[src/cmf_consts.svh]
// register offsets, field positions and reset values of the message object filter block
`ifndef CMF_CONSTS_SVH
`define CMF_CONSTS_SVH
`define CMF_NUM_OBJ        6
`define CMF_OBJ_BITS       3
`define CMF_IDX_BITS       3
`define CMF_MEM_DEPTH      48
`define CMF_MEM_ABITS      6
// register indices as printed (two are not word aligned, so byte address = 4 * index)
`define CMF_IDX_TAG        8'hF0
`define CMF_IDX_MASK       8'hF4
`define CMF_IDX_STAMP      8'hF8
`define CMF_IDX_DATA       8'hFA
`define CMF_IDX_PAGE       8'hFB
`define CMF_IDX_STATUS     8'hFC
// field positions
`define CMF_MSK_ID_LSB     3
`define CMF_MSK_RTR_BIT    2
`define CMF_MSK_IDE_BIT    0
`define CMF_TAG_RB1_BIT    1
`define CMF_TAG_RB0_BIT    0
`define CMF_PAGE_IDX_LSB   0
`define CMF_PAGE_AINC_BIT  3
`define CMF_PAGE_OBJ_LSB   4
`define CMF_MASK_RESET     32'h0000_0000
`define CMF_TAG_RESET      32'h0000_0000
`define CMF_PAGE_RESET     8'h00
`endif

[src/cmf_pkg.sv]
// types shared by the message object filter block
package cmf_pkg;
    typedef struct packed {
        logic [28:0] ident;
        logic        rtr;
        logic        ide;
        logic        rb1;
        logic        rb0;
    } cmf_frame_t;

    typedef struct packed {
        logic       write;
        logic [5:0] addr;
        logic [7:0] wdata;
    } cmf_mem_req_t;

    typedef enum logic [1:0] {
        CMF_IDLE   = 2'b00,
        CMF_ACCESS = 2'b01,
        CMF_DONE   = 2'b10
    } cmf_bus_state_t;
endpackage

[src/cmf_byte_mem.sv]
// message data byte store, eight bytes per message object, registered read
`timescale 1ns/1ns
`include "cmf_consts.svh"
module cmf_byte_mem (
    // clock
    input  wire logic                 clk,
    // software port
    input  wire cmf_pkg::cmf_mem_req_t sw_req,
    output logic [7:0]                sw_rdata,
    // protocol engine port, writes received bytes
    input  wire logic                 eng_we,
    input  wire logic [5:0]           eng_addr,
    input  wire logic [7:0]           eng_wdata
);
    logic [7:0] mem_reg [0:`CMF_MEM_DEPTH-1];
    logic [7:0] rdata_reg;

    // software write wins if both hit the same byte in one cycle
    always_ff @(posedge clk) begin
        if (eng_we)
            mem_reg[eng_addr] <= eng_wdata;
        if (sw_req.write)
            mem_reg[sw_req.addr] <= sw_req.wdata;
        rdata_reg <= mem_reg[sw_req.addr];
    end

    assign sw_rdata = rdata_reg;
endmodule // cmf_byte_mem

[src/cmf_filter.sv]
// message object acceptance mask, time stamp readout and data byte window on APB
// Behaviour
// - id mask bits 31..3, 0 forces match
// - mask bit 2 governs remote request compare
// - mask bit 0 governs extension bit compare
// - read-only 16-bit time stamp per object
// - data window shows byte at page pointer
// - page write reselects byte shown
// - auto-increment index after each data access
// - index wraps modulo eight, no stop
// - received frame overwrites tag fields
//
// Chosen here: the APB slave port.
`timescale 1ns/1ns
`include "cmf_consts.svh"
module cmf_filter (
    // clock and reset
    input  wire logic                 clk,
    input  wire logic                 reset,
    // apb slave
    input  wire logic                 psel,
    input  wire logic                 penable,
    input  wire logic                 pwrite,
    input  wire logic [11:0]          paddr,
    input  wire logic [31:0]          pwdata,
    output logic [31:0]               prdata,
    output logic                      pready,
    output logic                      pslverr,
    // protocol engine: frame to filter
    input  wire logic                 rx_valid,
    input  wire cmf_pkg::cmf_frame_t  rx_frame,
    output logic [5:0]                rx_accept,
    // protocol engine: store received frame into an object
    input  wire logic                 rx_store,
    input  wire logic [2:0]           rx_store_obj,
    input  wire logic [15:0]          rx_stamp,
    // protocol engine: received data bytes
    input  wire logic                 rx_byte_we,
    input  wire logic [5:0]           rx_byte_addr,
    input  wire logic [7:0]           rx_byte
);
    localparam int N = `CMF_NUM_OBJ;

    cmf_pkg::cmf_bus_state_t state_reg, state_next;
    logic [31:0] mask_reg  [0:N-1];
    logic [31:0] mask_next [0:N-1];
    logic [31:0] tag_reg   [0:N-1];
    logic [31:0] tag_next  [0:N-1];
    logic [15:0] stamp_reg [0:N-1];
    logic [15:0] stamp_next[0:N-1];
    logic [7:0]  page_reg, page_next;
    logic [31:0] rdata_reg, rdata_next;
    logic        err_reg, err_next;
    logic        data_rd_reg, data_rd_next;
    logic [5:0]  accept_reg, accept_next;

    logic [9:0]  word_idx;
    logic [7:0]  reg_idx;
    logic        hit_tag, hit_mask, hit_stamp, hit_data, hit_page, hit_status, mapped;
    logic [2:0]  obj_sel;
    logic [2:0]  byte_idx;
    logic        obj_ok;
    logic [7:0]  mem_rdata;
    cmf_pkg::cmf_mem_req_t mem_req;

    assign word_idx   = paddr[11:2];
    assign reg_idx    = word_idx[7:0];
    assign hit_tag    = word_idx[9:8] == 2'b00 && reg_idx == `CMF_IDX_TAG;
    assign hit_mask   = word_idx[9:8] == 2'b00 && reg_idx == `CMF_IDX_MASK;
    assign hit_stamp  = word_idx[9:8] == 2'b00 && reg_idx == `CMF_IDX_STAMP;
    assign hit_data   = word_idx[9:8] == 2'b00 && reg_idx == `CMF_IDX_DATA;
    assign hit_page   = word_idx[9:8] == 2'b00 && reg_idx == `CMF_IDX_PAGE;
    assign hit_status = word_idx[9:8] == 2'b00 && reg_idx == `CMF_IDX_STATUS;
    assign mapped     = hit_tag | hit_mask | hit_stamp | hit_data | hit_page | hit_status;
    assign obj_sel    = page_reg[`CMF_PAGE_OBJ_LSB +: 3];
    assign byte_idx   = page_reg[`CMF_PAGE_IDX_LSB +: 3];
    // objects beyond the last one read as zero and ignore writes
    assign obj_ok     = obj_sel < 3'(N);

    // the byte store address follows the page register, so a page write is seen at once
    always_comb begin
        mem_req.addr  = {obj_sel, byte_idx};
        mem_req.wdata = pwdata[7:0];
        mem_req.write = state_reg == cmf_pkg::CMF_ACCESS && pwrite && hit_data && obj_ok;
    end

    cmf_byte_mem u_mem (
        .clk       (clk),
        .sw_req    (mem_req),
        .sw_rdata  (mem_rdata),
        .eng_we    (rx_byte_we),
        .eng_addr  (rx_byte_addr),
        .eng_wdata (rx_byte)
    );

    // acceptance: a mask bit of one demands equality, zero forces a match
    always_comb begin
        for (int i = 0; i < N; i++) begin
            logic [31:0] diff;
            diff = 32'h0000_0000;
            diff[31:`CMF_MSK_ID_LSB] = rx_frame.ident ^ tag_reg[i][31:`CMF_MSK_ID_LSB];
            diff[`CMF_MSK_RTR_BIT]   = rx_frame.rtr ^ tag_reg[i][`CMF_MSK_RTR_BIT];
            // the tag register keeps no extension bit here, so compare against rb0 slot
            diff[`CMF_MSK_IDE_BIT]   = rx_frame.ide ^ tag_reg[i][`CMF_TAG_RB0_BIT];
            accept_next[i] = rx_valid && ((diff & mask_reg[i]) == 32'h0000_0000);
        end
    end

    // bus sequencer: one wait state lets the byte store deliver its registered read
    always_comb begin
        state_next = state_reg;
        case (state_reg)
            cmf_pkg::CMF_IDLE:   if (psel && !penable) state_next = cmf_pkg::CMF_ACCESS;
            cmf_pkg::CMF_ACCESS: state_next = cmf_pkg::CMF_DONE;
            cmf_pkg::CMF_DONE:   state_next = cmf_pkg::CMF_IDLE;
            default:             state_next = cmf_pkg::CMF_IDLE;
        endcase
    end

    always_comb begin
        for (int i = 0; i < N; i++) begin
            mask_next[i]  = mask_reg[i];
            tag_next[i]   = tag_reg[i];
            stamp_next[i] = stamp_reg[i];
            if (rx_store && rx_store_obj == 3'(i)) begin
                tag_next[i]   = {rx_frame.ident, rx_frame.rtr, rx_frame.rb1, rx_frame.rb0};
                stamp_next[i] = rx_stamp;
            end
        end
        if (state_reg == cmf_pkg::CMF_ACCESS && pwrite) begin
            if (hit_mask && obj_ok)
                mask_next[obj_sel] = pwdata;
            // software write made after a same-cycle receive keeps the newer value
            if (hit_tag && obj_ok)
                tag_next[obj_sel] = pwdata;
        end
    end

    // page pointer: software picks object and index, data accesses may step the index
    always_comb begin
        page_next = page_reg;
        if (state_reg == cmf_pkg::CMF_ACCESS) begin
            if (pwrite && hit_page)
                page_next = pwdata[7:0];
            if (hit_data && page_reg[`CMF_PAGE_AINC_BIT])
                page_next[`CMF_PAGE_IDX_LSB +: 3] = byte_idx + 3'h1;
        end
    end

    // read-back path: registers are latched at the end of the access cycle; the byte store
    // takes its registered read at that same edge, so its byte is steered out while pready stands
    always_comb begin
        rdata_next   = rdata_reg;
        err_next     = 1'b0;
        data_rd_next = 1'b0;
        if (state_reg == cmf_pkg::CMF_ACCESS) begin
            err_next     = !mapped;
            data_rd_next = hit_data && obj_ok && !pwrite;
            rdata_next   = 32'h0000_0000;
            if (hit_mask && obj_ok)  rdata_next = mask_reg[obj_sel];
            if (hit_tag && obj_ok)   rdata_next = tag_reg[obj_sel];
            if (hit_stamp && obj_ok) rdata_next = {16'h0000, stamp_reg[obj_sel]};
            if (hit_page)            rdata_next = {24'h000000, page_reg};
            if (hit_status)          rdata_next = {26'h0000000, accept_reg};
        end
    end

    always_ff @(posedge clk) begin
        if (reset) begin
            state_reg <= cmf_pkg::CMF_IDLE;
        end else begin
            state_reg <= state_next;
        end
    end

    always_ff @(posedge clk) begin
        if (reset) begin
            rdata_reg   <= 32'h0000_0000;
            err_reg     <= 1'b0;
            data_rd_reg <= 1'b0;
        end else begin
            rdata_reg   <= rdata_next;
            err_reg     <= err_next;
            data_rd_reg <= data_rd_next;
        end
    end

    always_ff @(posedge clk) begin
        if (reset) begin
            accept_reg <= 6'h00;
        end else begin
            accept_reg <= accept_next;
        end
    end

    always_ff @(posedge clk) begin
        if (reset) begin
            page_reg <= `CMF_PAGE_RESET;
        end else begin
            page_reg <= page_next;
        end
    end

    // data bytes are not reset; the object registers here start from known values
    always_ff @(posedge clk) begin
        if (reset) begin
            for (int i = 0; i < N; i++) begin
                mask_reg[i]  <= `CMF_MASK_RESET;
                tag_reg[i]   <= `CMF_TAG_RESET;
                stamp_reg[i] <= 16'h0000;
            end
        end else begin
            for (int i = 0; i < N; i++) begin
                mask_reg[i]  <= mask_next[i];
                tag_reg[i]   <= tag_next[i];
                stamp_reg[i] <= stamp_next[i];
            end
        end
    end

    assign pready    = state_reg == cmf_pkg::CMF_DONE;
    assign prdata    = data_rd_reg ? {24'h000000, mem_rdata} : rdata_reg;
    assign pslverr   = err_reg & pready;
    assign rx_accept = accept_reg;
endmodule // cmf_filter

[config.mk]
export PLATFORM = sky130hd
export DESIGN_NAME = cmf_filter
export DESIGN_NICKNAME = d
export VERILOG_FILES = /design/src/cmf_pkg.sv /design/src/cmf_byte_mem.sv /design/src/cmf_filter.sv
export VERILOG_INCLUDE_DIRS = /design/src
export SDC_FILE = /design/constraint.sdc
export NUM_CORES = 2
export LEC_CHECK = 0
export BUFFER_PORTS_ARGS = -buffer_cell sky130_fd_sc_hd__buf_2
export CAP_MARGIN = 0
export CELL_PAD_IN_SITES_DETAIL_PLACEMENT = 1
export CELL_PAD_IN_SITES_GLOBAL_PLACEMENT = 1
export CORE_ASPECT_RATIO = 0.8
export CORE_MARGIN = 3
export CORE_UTILIZATION = 47
export CTS_BUF_LIST = sky130_fd_sc_hd__clkbuf_16
export DETAILED_ROUTE_END_ITERATION = 10
export GPL_TIMING_DRIVEN = 1
export PLACE_DENSITY_LB_ADDON = 0.1
export RECOVER_POWER = 50
export SYNTH_ARGS = -nofsm -noshare
export SYNTH_HDL_FRONTEND = slang
export SYNTH_SLANG_ARGS = --single-unit
[constraint.sdc]
create_clock -name clk -period 3.5 [get_ports clk]
set_clock_uncertainty 0.15 [all_clocks]
set_input_delay 0.525 -clock clk [delete_from_list [all_inputs] [get_ports clk]]
set_output_delay 0.525 -clock clk [all_outputs]
set_load 0.1 [all_outputs]
==> results.json <==
{
  "yosysTopAreaCell": "edfxtp_1",
  "fmax_mhz": 305.6,
  "vias_per_cell": 6.559,
  "die_x_um": 364.1,
  "grt_max_degree": 142,
  "max-cap-violations": 7,
  "cts_tree": "done",
  "clockBufferDepth": 3,
  "wirelength_um": 185200,
  "grt_usage_pct": 34.23,
  "worstPathMaxFanout": 16,
  "grt_pass1_wl_um": 268000,
  "hpwlAfterDp_um": 121400,
  "core_um2": 101100,
  "power_switching_mw": 5.528,
  "drtPass1Iterations": 6,
  "synthTopCellsByCount": "edfxtp_1, nand2_1, mux2_2",
  "drive_above_1_share_pct": 24.26,
  "slew_headroom_pct": -90.02,
  "avgSynthCellArea_um2": 11.05,
  "cts_buffers": 97,
  "fin_util_pct": 53.25,
  "synth_ff_type": "edfxtp_1",
  "synth_compound_area_share_pct": 12.46,
  "syn_nets": 4482,
  "status": "finished, violations left",
  "hold_viol_final": 0,
  "fin_crit_sh_pct": 93.50,
  "synth_fa_ha_area_share_pct": 0.02595,
  "cts-root-buf": "clkbuf_16",
  "cts.reportedPaths.clkPinSlew_ns": 0.06,
  "reg2reg_depth": 7,
  "async_flop_share_pct": 0,
  "tns_ns": 0,
  "cp.required_ns": 3.67,
  "p_per_area_nw_per_um2": 431.7,
  "synth-edff-count": 480,
  "synth_xor_area_share_pct": 3.379,
  "ant_nets": 0,
  "timing.rr.end": "mask_reg[3][23]",
  "synthSimpleGateAreaFrac_pct": 11.56,
  "largest_reg_flops": 384,
  "die_y_um": 292.5,
  "synth_area_um2": 48210,
  "rsz0062_at_grt": "no",
  "clk_latency_ns": 0.70,
  "synthToLayoutAreaGrowth_pct": 11.67,
  "htreeDepth": 3,
  "synth_top_family_by_area": "multiplexers",
  "min-delay-start": "rx_stamp[1]",
  "whs_path_depth": 2,
  "layout.nets": 4515,
  "grt_overflow": 0,
  "vias": 38070,
  "switching_share_pct": 23.78,
  "min_period_ns": 3.272,
  "seq_power_share_pct": 50.0,
  "grt_pass1_vias": 37810,
  "failed_checks": "max-capacitance violations, max-slew violations",
  "synth_cell_type_count": 80,
  "power_frac_clock_pct": 44.0,
  "hold_end": "stamp_reg[4][1]",
  "drtIter0Drc": 4423,
  "numPortBuffers": 155,
  "internal_power_mw": 17.72,
  "ys_seq_elements": 925,
  "reg2reg_slack_ns": 0.28,
  "power.leakage_nw": 18.48,
  "p_total_mw": 23.24,
  "worstSetupPathType": "in -> reg",
  "syn_inst": 4363,
  "yosysWarnings": 0,
  "hp-class": "in -> reg",
  "ir_drop_uv": 372.5,
  "startpoint_type": "primary input",
  "setup_violations": 0,
  "ys_top_cells_by_area": "edfxtp_1, dfxtp_1, mux2_2",
  "rows": 104,
  "ctsResizeCount": 0,
  "clock_sinks": 925,
  "arrival_ns": 3.45,
  "seq_area_frac_synth_pct": 48.37,
  "wl_per_cell_um": 31.91,
  "worstMarginPinSlew_ns": 2.824,
  "routabilityCongestion": 0.9108,
  "netlist.area_leader.share_pct": 29.89,
  "slew_viol_final": 215,
  "synth.most_common_cell": "edfxtp_1",
  "start_util_pct": 47.69,
  "synth.area.mux_share_pct": 20.34,
  "antenna_found_initial": 27,
  "r2r-start": "page_reg[5]",
  "drcViolationCount": 0,
  "endpoint_kind": "flop",
  "p_comb_share_pct": 6.0,
  "dieArea_um2": 106500,
  "ioPinCount": 158
}
cell type report:
| class | instances | area, um2 |
|---|---|---|
| clock buffer | 103 | 2577 |
| tap | 1325 | 1658 |
| fill | 10530 | 47270 |
| sequential | 925 | 23340 |
| inverter | 8 | 30.03 |
| clock inverter | 72 | 455.4 |
| antenna | 7 | 17.52 |
| multi-input combinational | 2984 | 23130 |
| timing repair buffer | 380 | 2636 |
cells in the final DEF (no fill, tap or decap), types with 27 or more instances in the layout:
master / n
a22o_1: 47
o22ai_1: 49
mux2_2: 454
nand4_1: 28
buf_2: 138
nor2b_1: 35
a211oi_1: 195
a22oi_1: 178
nor2_1: 255
xor2_1: 186
dfxtp_1: 438
buf_12: 27
mux2i_1: 245
clkbuf_1: 51
and2_1: 31
nand2_1: 466
and2_0: 69
a21oi_1: 244
a221oi_1: 50
inv_1: 35
clkbuf_16: 103
nor2_4: 41
edfxtp_1: 480
o21ai_0: 39
mux2_1: 33
mux4_2: 83
buf_4: 148
worst max-delay path: stages:
cell and delay, ns:
dlygate4sd3_1 0.52, clkbuf_1 0.37, and4bb_1 0.40, nand3b_1 0.17, or3_1 0.34, buf_2 0.34, o22ai_1 0.29, clkbuf_1 0.47
power by group through the flow:
| stage | sequential (mW) | combinational, mW | clock [mW] |
|---|---|---|---|
| 5_1_grt | 11.6 | 1.47 | 10.8 |
| 3_5_place_dp | 11.9 | 1.37 | 0 |
| 2_1_floorplan | 11.9 | 0.828 | 0 |
| 4_1_cts | 11.6 | 1.38 | 10.3 |
| 6_report | 11.6 | 1.39 | 10.2 |
| 3_3_place_gp | 11.9 | 1.34 | 0 |
how the worst max path moves through the flow:
| stage | startpoint | to | slack (ns) |
|---|---|---|---|
| floorplan | state_reg[1] | pslverr | 0.17 |
| global placement | paddr[4] | u_mem.mem_reg[27][5] | 0.42 |
| detailed placement | paddr[4] | u_mem.mem_reg[25][5] | 0.35 |
| CTS | page_reg[5] | u_mem.mem_reg[24][3] | 0.41 |
| global route | pwrite | tag_reg[4][2] | 0.15 |
| finish | pwrite | u_mem.mem_reg[12][4] | 0.23 |
metal layers:
metal	share of wire, %	GRT usage (%)
met3	10	8.981
met4	2.2	7.598
met2	42	48.94
met5	0.060	0
met1	45	51.74
kinds of logic (layout without fill, tap and decap cells):
group | after synthesis | in the layout
multiplexers | 815 | 815
AO/OA/AOI/OAI | 881 | 881
other | 0 | 7
AND/OR/NAND/NOR | 1101 | 1101
adder cells (fa/ha/maj) | 1 | 1
XOR/XNOR | 186 | 186
flip-flops | 925 | 925
buffers and inverters | 454 | 563
stage by stage:
stage               hold slack (ns)  setup WS [ns]  area (um2)  std cells
floorplan                    0.2673         0.1698       48220       4363
global placement             0.2775         0.4212       51080       5620
detailed placement           0.2925         0.3473       51080       5620
CTS                       0.0007758         0.4085       54130       5797
global route                0.01793         0.1546       53830       5798
finish                      0.03460         0.2275       53840       5804
repair_timing:
item,CTS,global route
buffers inserted,0,0
endpoints found under the hold margin,6,0
hold buffers,2,0
(Power assumes the default switching activity.)
